## config.mk

```make
export PLATFORM = sky130hd
export DESIGN_NAME = converter_output_config_regs
export DESIGN_NICKNAME = d
export VERILOG_FILES = /design/src/rtl/conv_pkg.sv /design/src/rtl/offset_tracker.sv /design/src/rtl/converter_output_config_regs.sv
export VERILOG_INCLUDE_DIRS = /design/src /design/src/rtl
export SDC_FILE = /design/constraint.sdc
export NUM_CORES = 1
export LEC_CHECK = 0
export BUFFER_PORTS_ARGS = -buffer_cell sky130_fd_sc_hd__buf_2
export CAP_MARGIN = 15
export CORE_MARGIN = 5
export CORE_UTILIZATION = 64
export CTS_CLUSTER_DIAMETER = 150
export DETAILED_ROUTE_END_ITERATION = 8
export HOLD_SLACK_MARGIN = 0.05
export PLACE_DENSITY = 0.86
export RECOVER_POWER = 100
export SYNTH_ARGS = -nofsm -noshare
export SYNTH_HDL_FRONTEND = slang
export SYNTH_SLANG_ARGS = --single-unit
```

## constraint.sdc

```tcl
create_clock -name mclk -period 6.45 [get_ports mclk]
set_input_delay 0.9675 -clock mclk [delete_from_list [all_inputs] [get_ports mclk]]
set_output_delay 0.9675 -clock mclk [all_outputs]
set_load 0.02 [all_outputs]
```

## src/rtl/conv_cfg.svh

```systemverilog
// offsets, field positions, reset values and code tables of the output configuration bank
// assumes an 8-bit address, 8-bit data serial frame, msb first
`ifndef CONV_CFG_SVH
`define CONV_CFG_SVH

// ****************************************************************
// register offsets
// ****************************************************************
`define REG_RESET_READBACK 8'h00
`define REG_CLK_DRIVE 8'h10
`define REG_DRIVER 8'h11
`define REG_TERM 8'h12
`define REG_OFFSET_HOLD 8'h13

// ****************************************************************
// field positions
// ****************************************************************
`define BIT_READBACK 0
`define BIT_SOFT_RESET 1
`define POS_CLK_STR_HI 7
`define POS_CLK_STR_LO 6
`define POS_DAT_STR_HI 1
`define POS_DAT_STR_LO 0
`define POS_AMPS_HI 3
`define POS_AMPS_LO 2
`define POS_DBL_HI 5
`define POS_DBL_LO 4
`define POS_DTERM_HI 5
`define POS_DTERM_LO 3
`define POS_CTERM_HI 2
`define POS_CTERM_LO 0
`define BIT_FREEZE 4

// ****************************************************************
// reset values and fixed levels
// ****************************************************************
`define CFG_RESET_VALUE 18'h0_0000
`define SDO_FIXED_LEVEL 1'h0

// ****************************************************************
// frame timing, in serial clock edges
// ****************************************************************
`define ADDR_BITS 5'h08
`define FRAME_BITS 5'h10

// ****************************************************************
// driver current in quarter milliamps
// ****************************************************************
`define AMPS_CODE0 8'h0e
`define AMPS_CODE1 8'h0a
`define AMPS_CODE2 8'h12
`define AMPS_CODE3 8'h07

// ****************************************************************
// termination in ohms, zero for none
// ****************************************************************
`define OHMS_CODE0 9'h000
`define OHMS_CODE1 9'h12c
`define OHMS_CODE2 9'h0b4
`define OHMS_CODE3 9'h06e
`define OHMS_CODE4 9'h096
`define OHMS_CODE5 9'h064
`define OHMS_CODE6 9'h051
`define OHMS_CODE7 9'h03c

// ****************************************************************
// offset estimator averaging shift
// ****************************************************************
`define OFS_AVG_SHIFT 8

`endif

```

## src/rtl/conv_pkg.sv

```systemverilog
// types shared by the output configuration bank and the bench
// assumes conv_cfg.svh holds the numeric constants
package conv_pkg;

  // ****************************************************************
  // stored configuration fields
  // ****************************************************************
  typedef struct packed {
    logic readback_en;
    logic [1:0] clk_str;
    logic [1:0] dbl;
    logic [1:0] amps;
    logic [1:0] dat_str;
    logic [2:0] dterm;
    logic [2:0] cterm;
    logic freeze;
    logic [1:0] spare;
  } cfg_t;

  typedef enum logic [1:0] {
    DRV_WEAK = 2'b00,
    DRV_DEFAULT = 2'b01,
    DRV_STRONG = 2'b10,
    DRV_MAX = 2'b11
  } drive_level_t;

  typedef enum logic [1:0] {
    FR_IDLE = 2'b00,
    FR_ADDR = 2'b01,
    FR_DATA = 2'b10,
    FR_DONE = 2'b11
  } frame_state_t;

endpackage : conv_pkg

```

## src/rtl/offset_tracker.sv

```systemverilog
// offset estimator and canceller for one sample stream
// assumes samples come from logic on mclk; freeze comes from the config bank
`timescale 1ns/1ns
`include "conv_cfg.svh"

module offset_tracker #(
  parameter int W = 14,
  parameter int K = `OFS_AVG_SHIFT
) (
  input wire logic mclk,
  input wire logic rst_n,
  input wire logic freeze,
  input wire logic sample_valid,
  input wire logic signed [W-1:0] sample_in,
  output logic sample_out_valid,
  output logic signed [W:0] sample_out
);

  typedef struct packed {
    logic [W+K-1:0] acc;
    logic out_valid;
    logic [W:0] out;
  } trk_t;

  trk_t s_reg;
  trk_t s_next;
  logic [W-1:0] est;
  logic [W:0] diff;
  logic [W+K:0] sum;

  assign est = s_reg.acc[W+K-1:K];
  assign diff = {sample_in[W-1], sample_in} - {est[W-1], est};
  assign sum = {s_reg.acc[W+K-1], s_reg.acc} + {{K{diff[W]}}, diff};

  // ****************************************************************
  // estimate and subtract
  // ****************************************************************
  always_comb begin
    s_next = s_reg;
    s_next.out_valid = sample_valid;
    if (sample_valid) begin
      s_next.out = diff;
      if (!freeze) begin
        s_next.acc = sum[W+K-1:0];
      end
    end
  end

  always_ff @(posedge mclk) begin
    if (!rst_n) begin
      s_reg <= '0;
    end else begin
      s_reg <= s_next;
    end
  end

  assign sample_out_valid = s_reg.out_valid;
  assign sample_out = s_reg.out;
endmodule : offset_tracker

```

## src/rtl/converter_output_config_regs.sv

```systemverilog
// output configuration register bank reached over the serial configuration pins
// assumes sen_n, sclk and sdata are asynchronous pins; samples arrive on mclk
//
// Function
// - writing one to the reset bit at address zero returns every register to default and the bit reads back zero.
// - with readback disabled the serial output pin is held at a fixed level, never released.
// - with readback enabled the serial output pin shifts out the addressed register contents.
// - the output clock drive field selects default, weaker, stronger or maximum drive.
// - the output data drive field uses the same drive encoding as the clock field.
// - doubling code 01 doubles only the clock driver current.
// - doubling code 10 doubles both data and clock driver currents.
// - doubling code 00 leaves both currents as programmed and the host never writes code 11.
// - the data termination field selects none or one of seven resistances.
// - the clock termination field uses the same resistance table as the data field.
// - the offset freeze bit stops estimation and keeps subtracting the last estimate.
`timescale 1ns/1ns
`include "conv_cfg.svh"

module converter_output_config_regs #(
  parameter int SAMPLE_W = 14
) (
  input wire logic mclk,
  input wire logic rst_n,
  input wire logic sen_n,
  input wire logic sclk,
  input wire logic sdata,
  output logic serial_out_pin,
  output conv_pkg::drive_level_t clk_drive_level,
  output conv_pkg::drive_level_t data_drive_level,
  output logic [1:0] diff_driver_amps_setting,
  output logic [7:0] clk_amps_q,
  output logic [7:0] data_amps_q,
  output logic [8:0] data_term_ohms,
  output logic [8:0] clk_term_ohms,
  output logic offset_frozen,
  input wire logic sample_valid,
  input wire logic signed [SAMPLE_W-1:0] sample_in,
  output logic sample_out_valid,
  output logic signed [SAMPLE_W:0] sample_out
);

  typedef struct packed {
    logic [1:0] sen_s;
    logic [2:0] sclk_s;
    logic [1:0] sdat_s;
    conv_pkg::frame_state_t state;
    logic [4:0] cnt;
    logic [14:0] shin;
    logic [7:0] shout;
    logic sdo;
    conv_pkg::cfg_t cfg;
    conv_pkg::drive_level_t clk_drv;
    conv_pkg::drive_level_t dat_drv;
    logic [7:0] clk_amps;
    logic [7:0] dat_amps;
    logic [8:0] dat_ohm;
    logic [8:0] clk_ohm;
  } bank_t;

  bank_t s_reg;
  bank_t s_next;
  logic active;
  logic rise;
  logic fall;
  logic wr_fire;
  logic [15:0] wr_word;
  logic [7:0] base_amps;

  // ****************************************************************
  // decoders
  // ****************************************************************
  function automatic conv_pkg::drive_level_t drive_level(input logic [1:0] code);
    case (code)
      2'h0: drive_level = conv_pkg::DRV_DEFAULT;
      2'h1: drive_level = conv_pkg::DRV_WEAK;
      2'h3: drive_level = conv_pkg::DRV_STRONG;
      default: drive_level = conv_pkg::DRV_MAX;
    endcase
  endfunction : drive_level

  function automatic logic [8:0] term_ohms(input logic [2:0] code);
    case (code)
      3'h1: term_ohms = `OHMS_CODE1;
      3'h2: term_ohms = `OHMS_CODE2;
      3'h3: term_ohms = `OHMS_CODE3;
      3'h4: term_ohms = `OHMS_CODE4;
      3'h5: term_ohms = `OHMS_CODE5;
      3'h6: term_ohms = `OHMS_CODE6;
      3'h7: term_ohms = `OHMS_CODE7;
      default: term_ohms = `OHMS_CODE0;
    endcase
  endfunction : term_ohms

  function automatic logic [7:0] read_value(input conv_pkg::cfg_t c, input logic [7:0] addr);
    read_value = 8'h00;
    case (addr)
      `REG_RESET_READBACK: read_value[`BIT_READBACK] = c.readback_en;
      `REG_CLK_DRIVE: read_value[`POS_CLK_STR_HI:`POS_CLK_STR_LO] = c.clk_str;
      `REG_DRIVER: begin
        read_value[`POS_DBL_HI:`POS_DBL_LO] = c.dbl;
        read_value[`POS_AMPS_HI:`POS_AMPS_LO] = c.amps;
        read_value[`POS_DAT_STR_HI:`POS_DAT_STR_LO] = c.dat_str;
      end
      `REG_TERM: begin
        read_value[`POS_DTERM_HI:`POS_DTERM_LO] = c.dterm;
        read_value[`POS_CTERM_HI:`POS_CTERM_LO] = c.cterm;
      end
      `REG_OFFSET_HOLD: read_value[`BIT_FREEZE] = c.freeze;
      default: read_value = 8'h00;
    endcase
  endfunction : read_value

  assign active = ~s_reg.sen_s[1];
  assign rise = s_reg.sclk_s[1] & ~s_reg.sclk_s[2];
  assign fall = ~s_reg.sclk_s[1] & s_reg.sclk_s[2];
  assign wr_word = {s_reg.shin, s_reg.sdat_s[1]};

  always_comb begin
    case (s_reg.cfg.amps)
      2'h0: base_amps = `AMPS_CODE0;
      2'h1: base_amps = `AMPS_CODE1;
      2'h2: base_amps = `AMPS_CODE2;
      default: base_amps = `AMPS_CODE3;
    endcase
  end

  // ****************************************************************
  // serial frame, register writes and decoded settings
  // ****************************************************************
  always_comb begin
    s_next = s_reg;
    wr_fire = 1'b0;
    s_next.sen_s = {s_reg.sen_s[0], sen_n};
    s_next.sclk_s = {s_reg.sclk_s[1:0], sclk};
    s_next.sdat_s = {s_reg.sdat_s[0], sdata};
    case (s_reg.state)
      conv_pkg::FR_IDLE: begin
        s_next.sdo = `SDO_FIXED_LEVEL;
        if (active) begin
          s_next.cnt = 5'h00;
          s_next.state = conv_pkg::FR_ADDR;
        end
      end
      conv_pkg::FR_ADDR: begin
        if (!active) begin
          s_next.state = conv_pkg::FR_IDLE;
        end else if (rise) begin
          s_next.shin = wr_word[14:0];
          s_next.cnt = s_reg.cnt + 5'h01;
          if (s_reg.cnt == `ADDR_BITS - 5'h01) begin
            s_next.state = conv_pkg::FR_DATA;
            s_next.shout = read_value(s_reg.cfg, wr_word[7:0]);
          end
        end
      end
      conv_pkg::FR_DATA: begin
        if (!active) begin
          s_next.state = conv_pkg::FR_IDLE;
        end else begin
          if (rise) begin
            s_next.shin = wr_word[14:0];
            s_next.cnt = s_reg.cnt + 5'h01;
            if (s_reg.cnt == `FRAME_BITS - 5'h01) begin
              s_next.state = conv_pkg::FR_DONE;
              wr_fire = 1'b1;
            end
          end
          if (fall && s_reg.cfg.readback_en) begin
            s_next.sdo = s_reg.shout[7];
            s_next.shout = {s_reg.shout[6:0], 1'b0};
          end
        end
      end
      conv_pkg::FR_DONE: begin
        if (!active) begin
          s_next.state = conv_pkg::FR_IDLE;
        end
      end
      default: s_next.state = conv_pkg::FR_IDLE;
    endcase

    // all fields of the addressed register change together
    if (wr_fire && (!s_reg.cfg.readback_en || wr_word[15:8] == `REG_RESET_READBACK)) begin
      case (wr_word[15:8])
        `REG_RESET_READBACK: begin
          if (wr_word[`BIT_SOFT_RESET]) begin
            s_next.cfg = `CFG_RESET_VALUE;
          end else begin
            s_next.cfg.readback_en = wr_word[`BIT_READBACK];
          end
        end
        `REG_CLK_DRIVE: s_next.cfg.clk_str = wr_word[`POS_CLK_STR_HI:`POS_CLK_STR_LO];
        `REG_DRIVER: begin
          s_next.cfg.dbl = wr_word[`POS_DBL_HI:`POS_DBL_LO];
          s_next.cfg.amps = wr_word[`POS_AMPS_HI:`POS_AMPS_LO];
          s_next.cfg.dat_str = wr_word[`POS_DAT_STR_HI:`POS_DAT_STR_LO];
        end
        `REG_TERM: begin
          s_next.cfg.dterm = wr_word[`POS_DTERM_HI:`POS_DTERM_LO];
          s_next.cfg.cterm = wr_word[`POS_CTERM_HI:`POS_CTERM_LO];
        end
        `REG_OFFSET_HOLD: s_next.cfg.freeze = wr_word[`BIT_FREEZE];
        default: s_next.cfg = s_reg.cfg;
      endcase
    end

    if (!s_reg.cfg.readback_en) begin
      s_next.sdo = `SDO_FIXED_LEVEL;
    end

    s_next.clk_drv = drive_level(s_reg.cfg.clk_str);
    s_next.dat_drv = drive_level(s_reg.cfg.dat_str);
    s_next.clk_amps = base_amps;
    s_next.dat_amps = base_amps;
    if (s_reg.cfg.dbl == 2'h1 || s_reg.cfg.dbl == 2'h2) begin
      s_next.clk_amps = {base_amps[6:0], 1'b0};
    end
    if (s_reg.cfg.dbl == 2'h2) begin
      s_next.dat_amps = {base_amps[6:0], 1'b0};
    end
    s_next.dat_ohm = term_ohms(s_reg.cfg.dterm);
    s_next.clk_ohm = term_ohms(s_reg.cfg.cterm);
  end

  always_ff @(posedge mclk) begin
    if (!rst_n) begin
      s_reg <= '{sen_s: 2'h3, sclk_s: 3'h0, sdat_s: 2'h0, state: conv_pkg::FR_IDLE,
                 cnt: 5'h00, shin: 15'h0000, shout: 8'h00, sdo: `SDO_FIXED_LEVEL,
                 cfg: `CFG_RESET_VALUE, clk_drv: conv_pkg::DRV_DEFAULT,
                 dat_drv: conv_pkg::DRV_DEFAULT, clk_amps: `AMPS_CODE0,
                 dat_amps: `AMPS_CODE0, dat_ohm: `OHMS_CODE0, clk_ohm: `OHMS_CODE0};
    end else begin
      s_reg <= s_next;
    end
  end

  assign serial_out_pin = s_reg.sdo;
  assign clk_drive_level = s_reg.clk_drv;
  assign data_drive_level = s_reg.dat_drv;
  assign diff_driver_amps_setting = s_reg.cfg.amps;
  assign clk_amps_q = s_reg.clk_amps;
  assign data_amps_q = s_reg.dat_amps;
  assign data_term_ohms = s_reg.dat_ohm;
  assign clk_term_ohms = s_reg.clk_ohm;
  assign offset_frozen = s_reg.cfg.freeze;

  // ****************************************************************
  // offset correction
  // ****************************************************************
  offset_tracker #(
    .W(SAMPLE_W)
  ) u_offset (
    .mclk(mclk),
    .rst_n(rst_n),
    .freeze(s_reg.cfg.freeze),
    .sample_valid(sample_valid),
    .sample_in(sample_in),
    .sample_out_valid(sample_out_valid),
    .sample_out(sample_out)
  );
endmodule : converter_output_config_regs

```

# [After elaboration in Yosys (flattened, before gate mapping)]
# Index checks and enable logic that the tools add are counted.
[word_totals] reg_bits=130 latch_bits=0 ramBits=0 rom_bits=0 in_bits=20 output_inout_bits=58 elab_cells=154 n_memories=0
[classes] addsub=3 mul=0 n_div=0 order_cmp=0 n_eq_ne=48 shifts=0 muxes=38 n_bitwise=6 n_reduce_logical=32
[op_table] operator="$pmux W9 S7" count=2
[op_table] operator="$eq A8 B5 Y1 const B" count=8
[op_table] operator="$pmux W23 S2" count=1
[op_table] operator="$mux W30" count=1
[op_table] operator="$pmux W5 S3" count=2
[op_table] operator="$mux W29" count=1
[op_table] operator="$mux W28" count=1
[op_table] operator="$eq A3 B3 Y1 const B" count=8
[op_table] operator="$pmux W6 S2" count=2
[op_table] operator="$add A22 B15 Y22" count=1
[op_table] operator="$mux W22" count=1
[op_table] operator="$ne A2 B2 Y1 const B" count=9
[op_table] operator="$reduce_and A6 Y1" count=3
[op_table] operator="$mux W17" count=1
[op_table] operator="$logic_not A8 Y1" count=2
[op_table] operator="$reduce_and A3 Y1" count=5
[op_table] operator="$sub A14 B14 Y15" count=1
[op_table] operator="$eq A2 B2 Y1 const B" count=6
[op_table] operator="$eq A3 B2 Y1 const B" count=4
[op_table] operator="$mux W2" count=6
[op_table] operator="$mux W6" count=2
[op_table] operator="$ne A3 B3 Y1 const B" count=4
[op_table] operator="$pmux W2 S3" count=2
[op_table] operator="$reduce_bool A2 Y1" count=6
[op_table] operator="other kinds (24)" count=48

# [Logic depth before layout (Yosys ltp)]
# Gate-level depths: netlist (run 1).
[depth] depth_word=7 mapped_depth=18 mapped_depth_nobuf=18

# [By module]
# A second synthesis (run 1) with hierarchy kept.
[hier_totals] cells_unflattened=823 hier_area_um2=7064.3
[by_module_without_submodules] mod="converter_output_config_regs" n_inst=1 cells_per_inst=437 area_per_inst_um2=3915.0 seq_area_each_um2=1761.7
[by_module_without_submodules] mod="offset_tracker" n_inst=1 cells_per_inst=386 area_per_inst_um2=3149.3 seq_area_each_um2=760.7

# [Worst setup path after synthesis (run 1)]
# Ideal clock, no wire load.
[synth_path] kind="input port to flip-flop" startpoint="input port sample_in[0]" endpoint="register u_offset.s_reg (netlist bit u_offset.est[13])" setup_time_ns=0.072 arrival_time_ns=4.379 t_required_ns=6.378 setup_slack_ns=1.999 path_stages=17 n_path_buf=0 path_cell_list="inv_1 ha_1 inv_1 fa_1 a21oi_1 nand4b_1 a21oi_1 o211ai_1 and2_1 ha_1 a21o_1 a311o_1 a21o_1 a21o_1 o41a_1 mux2i_1 mux2i_1"
[synth_via] elab_chain_cells=2
[synth_rtl] element="from (decl)" line="converter_output_config_regs.sv:37" rtl="input wire logic signed [SAMPLE_W-1:0] sample_in,"
[synth_rtl] element="$sub A14 B14 Y15" line="offset_tracker.sv:32" rtl="assign diff = {sample_in[W-1], sample_in} - {est[W-1], est};"
[synth_rtl] element="named net u_offset.diff[14]" line="offset_tracker.sv:28" rtl="logic [W:0] diff;"
[synth_rtl] element="$add A22 B15 Y22" line="offset_tracker.sv:33" rtl="assign sum = {s_reg.acc[W+K-1], s_reg.acc} + {{K{diff[W]}}, diff};"
[synth_rtl] element="to (signal assigned)" line="offset_tracker.sv:53" rtl="s_reg <= s_next;"
[synth_rtl] element="to (decl)" line="offset_tracker.sv:25" rtl="trk_t s_reg;"
# The timed path passes the listed nets, and every way through them passes these cells.
# A chain may end at the register's enable or synchronous reset.

# [Worst setup path after layout (run 1)]
[layout_path] startpoint="input port rst_n" endpoint="register s_reg (netlist bit clk_amps_q[1])"
[layout_lines] element="from (decl)" line="converter_output_config_regs.sv:23" rtl="input wire logic rst_n,"
[layout_lines] element="to (signal assigned)" line="converter_output_config_regs.sv:227" rtl="s_reg <= '{sen_s: 2'h3, sclk_s: 3'h0, sdat_s: 2'h0, state: conv_pkg::FR_IDLE,"
[layout_lines] element="to (signal assigned)" line="converter_output_config_regs.sv:233" rtl="s_reg <= s_next;"
[layout_lines] element="to (decl)" line="converter_output_config_regs.sv:60" rtl="bank_t s_reg;"
# No word-level cell between the ends.

==> load_flow_metrics.sql, run 1 <==
INSERT INTO impl_metrics (metric_group, metric, value, unit) VALUES
('setup_path', 'critical_path_arrival', '5.34', 'ns'),
('finish', 'layout_common_cells', 'sky130_fd_sc_hd__nand2_1 (133), sky130_fd_sc_hd__dfxtp_1 (126), sky130_fd_sc_hd__a21oi_1 (77)', ''),
('drt', 'met3WireLength', '1180', 'µm'),
('job', 'max-cap-violations', '3', ''),
('finish', 'largest_reg_flops', '46', ''),
('sta', 'maxSlewViolCount', '139', ''),
('sta', 'finClkSkew', '0.00886', 'ns'),
('hold_path', 'holdCritPathClass', 'reg -> reg', ''),
('drt', 'drt_pre_antenna_iters', '6', ''),
('place', 'dp.final_hpwl', '10800', 'µm'),
('yosys', 'ys_dominant_reg_cell', 'sky130_fd_sc_hd__dfxtp_1', ''),
('finish', 'signed_area_change_from_the_synthesized_netlist_to_the_final_layout', '6.44', '%'),
('clocking', 'cts_inserted_buffers', '17', ''),
('hold_path', 'worst_hold_path.num_cells', '1', ''),
('power_and_ir_drop', 'ir_drop', '0.369', 'mV'),
('outcome', 'run_status', 'finished with violations', ''),
('drt', 'routed_via_density', '5.85', ''),
('setup_path', 'crit_chain', 'clkbuf_1 > inv_1 > clkbuf_1 > or3_1', ''),
('sta', 'timing_worst_slew_pin_value', '2.04', 'ns'),
('yosys', 'syn-mean-instance-area', '8.05', 'µm²'),
('clocking', 'clock_latency_on_the_worst_skew_pair', '0.53', 'ns'),
('sta', 'maxClockFrequency', '203', 'MHz'),
('sta', 'post-route-min-period', '4.93', 'ns'),
('yosys', 'synth_largest_type_area_fraction', '35.8', '%'),
('clocking', 'tritoncts', 'done', ''),
('finish', 'antenna_cells_inserted', '0', ''),
('floorplanning', 'die-width', '115', 'µm'),
('global_routing', 'globalRouteTotalUtil', '24.5', '%'),
('outcome', 'failed_checks', 'capacitance limit, slew limit', ''),
('floorplanning', 'die_height', '115', 'µm'),
('clocking', 'cts-root-buf', 'sky130_fd_sc_hd__clkbuf_8', ''),
('sta', 'setup_viol_count_final', '0', ''),
('setup_path', 'r2r_setup_slack', '2.12', 'ns'),
('drt', 'wl_met1', '7400', 'µm'),
('clocking', 'clock_sink_count', '126', ''),
('setup_path', 'reg2reg_depth', '16', ''),
('global_routing', 'antenna_found_initial', '0', ''),
('floorplanning', 'die_area', '13200', 'µm²'),
('clocking', 'cts_setup_buffers', '0', ''),
('drt', 'routed_wire_length_per_instance', '15.5', 'µm'),
('setup_path', 'rr_startpoint', 'u_offset.est[0]$_SDFFE_PN0P_', ''),
('global_routing', 'grt_start_max_net_pins', '49', ''),
('setup_path', 'cpPeakStageDelay', '1.37', 'ns'),
('clocking', 'clock_path_buffers', '2', ''),
('sta', 'final_setup_tns', '0', 'ns'),
('clocking', 'clk_pin_slew_worst_paths', '0.06', 'ns'),
('clocking', 'cts.htree.levels', '4', ''),
('sta', 'grt_setup_unrepaired', 'false', ''),
('setup_path', 'required', '6.86', 'ns'),
('power_and_ir_drop', 'powerDensity', '431', 'nW/µm²'),
('clocking', 'cts.hold.buffers_added', '0', ''),
('finish', 'drive_gt1_share', '6.76', '%'),
('drt', 'drt.antenna.violating_nets', '0', ''),
('hold_path', 'worst_hold_path.endpoint', 'clk_drive_level[0]$_SDFF_PN1_', ''),
('setup_path', 'critPathMostFrequentCell', 'sky130_fd_sc_hd__clkbuf_1', ''),
('place', 'port-buffer-count', '73', ''),
('sta', 'finalHoldViolations', '0', ''),
('power_and_ir_drop', 'power.leakage', '0.00295', 'µW'),
('setup_path', 'setup.worst_path.class', 'in -> reg', ''),
('floorplanning', 'initial_core_util', '65.2', '%'),
('yosys', 'yosys.area.top_type', 'sky130_fd_sc_hd__dfxtp_1', ''),
('drt', 'routed.top_layer', 'met4', ''),
('setup_path', 'timing.rr.end', 'u_offset.est[13]$_SDFFE_PN0P_', ''),
('yosys', 'async_flop_share', '0', '%'),
('yosys', 'synth_enable_flop_cells', '0', ''),
('setup_path', 'timing.critical_path.from_type', 'input pin', ''),
('setup_path', 'crit_path_end_kind', 'flip-flop', ''),
('floorplanning', 'rows', '38', ''),
('drt', 'dr.first_iter.drc_count', '554', ''),
('yosys', 'synthesis.instances', '874', ''),
('drt', 'detail_route.drc_violations', '0', '');
power by group:
part	internal [µW]	total, µW	switching (µW)
clock	488	861	372
sequential	866	929	63.1
combinational	585	1440	855
cells by family (layout without fill, tap and decap cells):
group / count (synthesis) / in the layout / synth area share [%]
buffers and inverters: 129 / 140 / 9.99
adder cells (fa/ha/maj): 52 / 52 / 9.46
flip-flops: 126 / 126 / 35.8
other: 1 / 4 / 0.0533
XOR/XNOR: 26 / 26 / 3.24
AO/OA/AOI/OAI: 189 / 189 / 16.8
AND/OR/NAND/NOR: 337 / 337 / 22.6
multiplexers: 14 / 14 / 2.03
per-layer routing:
layer  vias to the layer above  GRT usage, %
li1                       2987             -
met1                      2757          34.2
met2                       238          37.6
met3                        33          4.89
met4                         0          9.23
met5                         -             0
synth_stat cells (3+ instances only):
library cell                 n
sky130_fd_sc_hd__ha_1       50
sky130_fd_sc_hd__o211ai_1    5
sky130_fd_sc_hd__buf_2       4
sky130_fd_sc_hd__o21ai_1    22
sky130_fd_sc_hd__a22oi_1     5
sky130_fd_sc_hd__nand2_1   133
sky130_fd_sc_hd__mux2i_1    12
sky130_fd_sc_hd__nand2b_1    6
sky130_fd_sc_hd__nand4_1     8
sky130_fd_sc_hd__xnor2_1     9
sky130_fd_sc_hd__buf_4      55
sky130_fd_sc_hd__a211oi_1    8
sky130_fd_sc_hd__inv_2       3
sky130_fd_sc_hd__a31oi_1     8
sky130_fd_sc_hd__a21o_1     13
sky130_fd_sc_hd__o21ai_0    11
sky130_fd_sc_hd__o311ai_1    4
sky130_fd_sc_hd__nand3b_1    8
sky130_fd_sc_hd__nor3_1     20
sky130_fd_sc_hd__nand4b_1    3
sky130_fd_sc_hd__and2_1     10
sky130_fd_sc_hd__xor2_1     17
sky130_fd_sc_hd__o21a_1      5
sky130_fd_sc_hd__a21oi_1    77
sky130_fd_sc_hd__inv_1      29
sky130_fd_sc_hd__and3_1     10
sky130_fd_sc_hd__nor3b_1     3
sky130_fd_sc_hd__or3_1       7
sky130_fd_sc_hd__nand3_1    36
sky130_fd_sc_hd__clkbuf_1   35
sky130_fd_sc_hd__nor2_1     66
sky130_fd_sc_hd__nor2b_1    14
sky130_fd_sc_hd__dfxtp_1   126
worst max-delay path by stage:
| stage | from | to | depth (start not counted) |
|---|---|---|---|
| after floorplan | sample_in[0] | u_offset.est[13]$_SDFFE_PN0P_ | 17 |
| after global placement | sample_in[0] | u_offset.est[13]$_SDFFE_PN0P_ | 18 |
| after detailed placement | sample_in[0] | u_offset.est[13]$_SDFFE_PN0P_ | 18 |
| after CTS | sample_in[0] | u_offset.est[13]$_SDFFE_PN0P_ | 18 |
| after global routing | rst_n | clk_amps_q[1]$_SDFF_PN1_ | 4 |
| final | rst_n | clk_amps_q[1]$_SDFF_PN1_ | 4 |
metrics by stage:
stage | cell area, µm² | setup slack [ns] | util, % | hold slack, ns | std cells
global route | 7490 | 1.17 | 69.4 | 0.438 | 1028
detailed placement | 7030 | 1.55 | 65.1 | 0.406 | 996
CTS | 7570 | 2.08 | 70.1 | 0.416 | 1028
global placement | 7030 | 1.64 | 65.1 | 0.399 | 996
finish | 7490 | 1.52 | 69.4 | 0.418 | 1028
floorplan | 7050 | 2.00 | - | 0.371 | 877
final cells by class:
cell class / instances / area, µm²
clock buffer: 18 / 428
tap: 140 / 175
clock inverter: 14 / 110
sequential: 126 / 2520
multi-input combinational: 622 / 3820
fill: 888 / 3300
inverter: 32 / 120
timing repair buffer: 76 / 312
worst max-delay path: cells and delay by family:
kind	cells	cell delay, ns
AND/OR/NAND/NOR	1	0.61
buffers and inverters	3	3.72
(Power assumes the default switching activity.)
==> inputs of run 2 (changes only) <==
--- a/config.mk
+++ b/config.mk
@@ -9,11 +9,11 @@
 export BUFFER_PORTS_ARGS = -buffer_cell sky130_fd_sc_hd__buf_2
 export CAP_MARGIN = 15
 export CORE_MARGIN = 5
-export CORE_UTILIZATION = 64
+export CORE_UTILIZATION = 53
 export CTS_CLUSTER_DIAMETER = 150
 export DETAILED_ROUTE_END_ITERATION = 8
 export HOLD_SLACK_MARGIN = 0.05
-export PLACE_DENSITY = 0.86
+export PLACE_DENSITY = 0.76
 export RECOVER_POWER = 100
 export SYNTH_ARGS = -nofsm -noshare
 export SYNTH_HDL_FRONTEND = slang
==> constraint.sdc (replaced) <==
create_clock -name mclk -period 4.36 [get_ports mclk]
set_input_delay 0.654 -clock mclk [delete_from_list [all_inputs] [get_ports mclk]]
set_output_delay 0.654 -clock mclk [all_outputs]
set_load 0.02 [all_outputs]
==> run 2 against run 1 <==
  * The run still ends with capacitance limit, slew limit left
  * Total power grew 55%
  * Core utilization shrank 11 points
  * Setup slack lost 1.2 ns
  * Sequential cell count is the same
  * Via count shrank 1.1%
  * Largest power group unchanged
==> load_flow_metrics.sql, run 2 (same netlist as run 1, synthesis figures left out) <==
INSERT INTO impl_metrics (metric_group, metric, value, unit) VALUES
('floorplanning', 'rows', '42', ''),
('hold_path', 'holdCritPathClass', 'reg -> reg', ''),
('finish', 'final_area', '7670', 'µm²'),
('drt', 'vias', '5951', ''),
('floorplanning', 'core_region_area', '13100', 'µm²'),
('sta', 'maxClockFrequency', '246', 'MHz'),
('clocking', 'clock_sink_count', '126', ''),
('global_routing', 'first_pass_grt_wire_length', '26800', 'µm'),
('setup_path', 'critical_path_arrival', '4.40', 'ns'),
('sta', 'relSlewSlack', '-26.2', '%'),
('setup_path', 'rr_startpoint', 'u_offset.est[0]$_SDFFE_PN0P_', ''),
('power_and_ir_drop', 'power.leakage', '0.00302', 'µW'),
('setup_path', 'crit_path_end_kind', 'flip-flop', ''),
('sta', 'maxSlewViolCount', '42', ''),
('sta', 'grt_setup_unrepaired', 'false', ''),
('setup_path', 'r2r_setup_slack', '0.29', 'ns'),
('setup_path', 'crit_slowest_cell', 'sky130_fd_sc_hd__dfxtp_1', ''),
('sta', 'layout_setup_ws', '0.295', 'ns'),
('floorplanning', 'die_height', '125', 'µm'),
('setup_path', 'timing.critical_path.from_type', 'flip-flop', ''),
('finish', 'largest_reg_flops', '46', ''),
('place', 'dp.final_hpwl', '11300', 'µm'),
('clocking', 'cts_inserted_buffers', '17', ''),
('global_routing', 'globalRouteTotalUtil', '20.6', '%'),
('setup_path', 'required', '4.70', 'ns'),
('setup_path', 'cp-endpoint', 'u_offset.est[13]$_SDFFE_PN0P_', ''),
('clocking', 'cts.hold.buffers_added', '0', ''),
('global_routing', 'antenna_found_initial', '0', ''),
('drt', 'drt_pre_antenna_iters', '5', ''),
('sta', 'finClkSkew', '0.00691', 'ns'),
('drt', 'detail_route.drc_violations', '0', ''),
('finish', 'final_util', '58.4', '%'),
('floorplanning', 'initial_core_util', '53.6', '%'),
('floorplanning', 'die_area', '15700', 'µm²'),
('clocking', 'cts_setup_buffers', '0', ''),
('setup_path', 'reg2reg_depth', '16', ''),
('outcome', 'run_status', 'finished with violations', ''),
('finish', 'layout_common_cells', 'sky130_fd_sc_hd__nand2_1 (133), sky130_fd_sc_hd__dfxtp_1 (126), sky130_fd_sc_hd__a21oi_1 (77)', ''),
('clocking', 'cts.htree.levels', '4', ''),
('job', 'max-cap-violations', '2', ''),
('clocking', 'clock_path_buffers', '2', ''),
('power_and_ir_drop', 'ir_drop', '0.367', 'mV'),
('clocking', 'clock_latency_on_the_worst_skew_pair', '0.42', 'ns'),
('finish', 'commonest_non_fill_non_tap_cell_in_the_layout', 'sky130_fd_sc_hd__nand2_1', ''),
('sta', 'timing_worst_slew_pin_value', '1.89', 'ns'),
('drt', 'routed_wire_length_per_instance', '14.9', 'µm'),
('sta', 'finalHoldViolations', '0', ''),
('global_routing', 'gr-total-overflow', '0', ''),
('setup_path', 'setup.worst_path.class', 'reg -> reg', ''),
('clocking', 'clk_pin_slew_worst_paths', '0.06', 'ns'),
('drt', 'routed_via_density', '5.53', ''),
('power_and_ir_drop', 'totalPowerFinal', '5000', 'µW'),
('drt', 'routed_wl', '16000', 'µm'),
('setup_path', 'critPathMostFrequentCell', 'sky130_fd_sc_hd__a21o_1', ''),
('setup_path', 'worst-path-max-fanout', '4', ''),
('setup_path', 'cpPeakStageDelay', '0.39', 'ns'),
('hold_path', 'hp-start', 's_reg[47]$_SDFFE_PN0P_', ''),
('clocking', 'cts-root-buf', 'sky130_fd_sc_hd__clkbuf_16', ''),
('global_routing', 'grt_pass1_vias', '5348', ''),
('place', 'post-place-cells', '1046', ''),
('place', 'place_area', '7180', 'µm²'),
('place', 'port-buffer-count', '73', ''),
('power_and_ir_drop', 'powerDensity', '652', 'nW/µm²'),
('outcome', 'failed_checks', 'capacitance limit, slew limit', ''),
('place', 'dpl_ws', '-0.0135', 'ns'),
('drt', 'dr.first_iter.drc_count', '477', ''),
('finish', 'drive_gt1_share', '7.33', '%'),
('drt', 'drt.antenna.violating_nets', '0', ''),
('setup_path', 'timing.rr.end', 'u_offset.est[13]$_SDFFE_PN0P_', ''),
('sta', 'setup_viol_count_final', '0', ''),
('clocking', 'tritoncts', 'done', ''),
('global_routing', 'grt_start_max_net_pins', '47', ''),
('sta', 'post-route-min-period', '4.07', 'ns'),
('finish', 'signed_area_change_from_the_synthesized_netlist_to_the_final_layout', '8.94', '%'),
('clocking', 'post_cts_resize_count', '0', ''),
('setup_path', 'crit_path_start', 'u_offset.est[0]$_SDFFE_PN0P_', ''),
('finish', 'antenna_cells_inserted', '0', ''),
('finish', 'stdcell_count', '1077', ''),
('place', 'globalplace.congestion', '0.952', ''),
('setup_path', 'crit_chain', 'ha_1 > inv_1 > fa_1 > a21oi_1 > nand4b_1 > a21oi_1 > o211ai_1 > and2_0 > ha_1 > a21o_1 > a311o_1 > a21o_1 > a21o_1 > o41a_1 > mux2i_1 > mux2i_1', ''),
('floorplanning', 'die-width', '125', 'µm'),
('sta', 'timing.final.crit_share', '93.2', '%'),
('finish', 'fin_nets', '961', ''),
('floorplanning', 'io-pin-count', '78', '');
==> run 2: worst min-delay path by stage <==
stage                                                 to  slack, ns  depth (start not counted)
after global placement    data_drive_level[0]$_SDFF_PN1_       0.40                          1
after global routing      data_drive_level[0]$_SDFF_PN1_       0.43                          1
final                     data_drive_level[0]$_SDFF_PN1_       0.41                          1
after detailed placement  data_drive_level[0]$_SDFF_PN1_       0.40                          1
after floorplan           data_drive_level[0]$_SDFF_PN1_       0.37                          1
after CTS                          s_next[93]$_SDFF_PN1_       0.40                          2
==> run 2: final cells by class <==
cell class	instances	area, µm²
fillers	1240	5470
multi-input cells	622	3820
flip-flops and latches	126	2520
clock buffers	17	425
repair buffers	90	397
well taps	176	220
clock inverters	14	159
inverters	32	120
==> run 2: worst max-delay path, delay by kind of cell (launching register included) <==
kind | cells | cell delay, ns
simple gates | 2 | 0.45
mux | 2 | 0.37
buf+inv | 1 | 0.06
fa+ha+maj | 3 | 0.89
flops | 1 | 0.39
compound gates | 8 | 1.83
==> run 2: per-stage QoR <==
step / hold slack (ns) / setup TNS, ns
6_report: 0.412 / 0
2_1_floorplan: 0.371 / 0
5_1_grt: 0.432 / 0
3_5_place_dp: 0.404 / -0.0135
3_3_place_gp: 0.401 / 0
4_1_cts: 0.400 / 0
==> run 2: metal layers <==
layer  wire length (µm)  global-route usage [%]  vias up
met3                980                    4.69       25
met4                259                    6.76        0
met2               6890                    30.1      187
met1               7890                    30.0     2737
li1                   -                       -     3002
met5                  0                       0        -
==> run 2: where the power goes <==
| group | leakage (µW) | switching (µW) | total (µW) | internal, µW |
|---|---|---|---|---|
| Clock | 0.000280 | 544 | 1390 | 850 |
| Combinational | 0.00171 | 1300 | 2230 | 929 |
| Sequential | 0.00102 | 98.0 | 1380 | 1280 |
| Total | 0.00302 | 1940 | 5000 | 3060 |
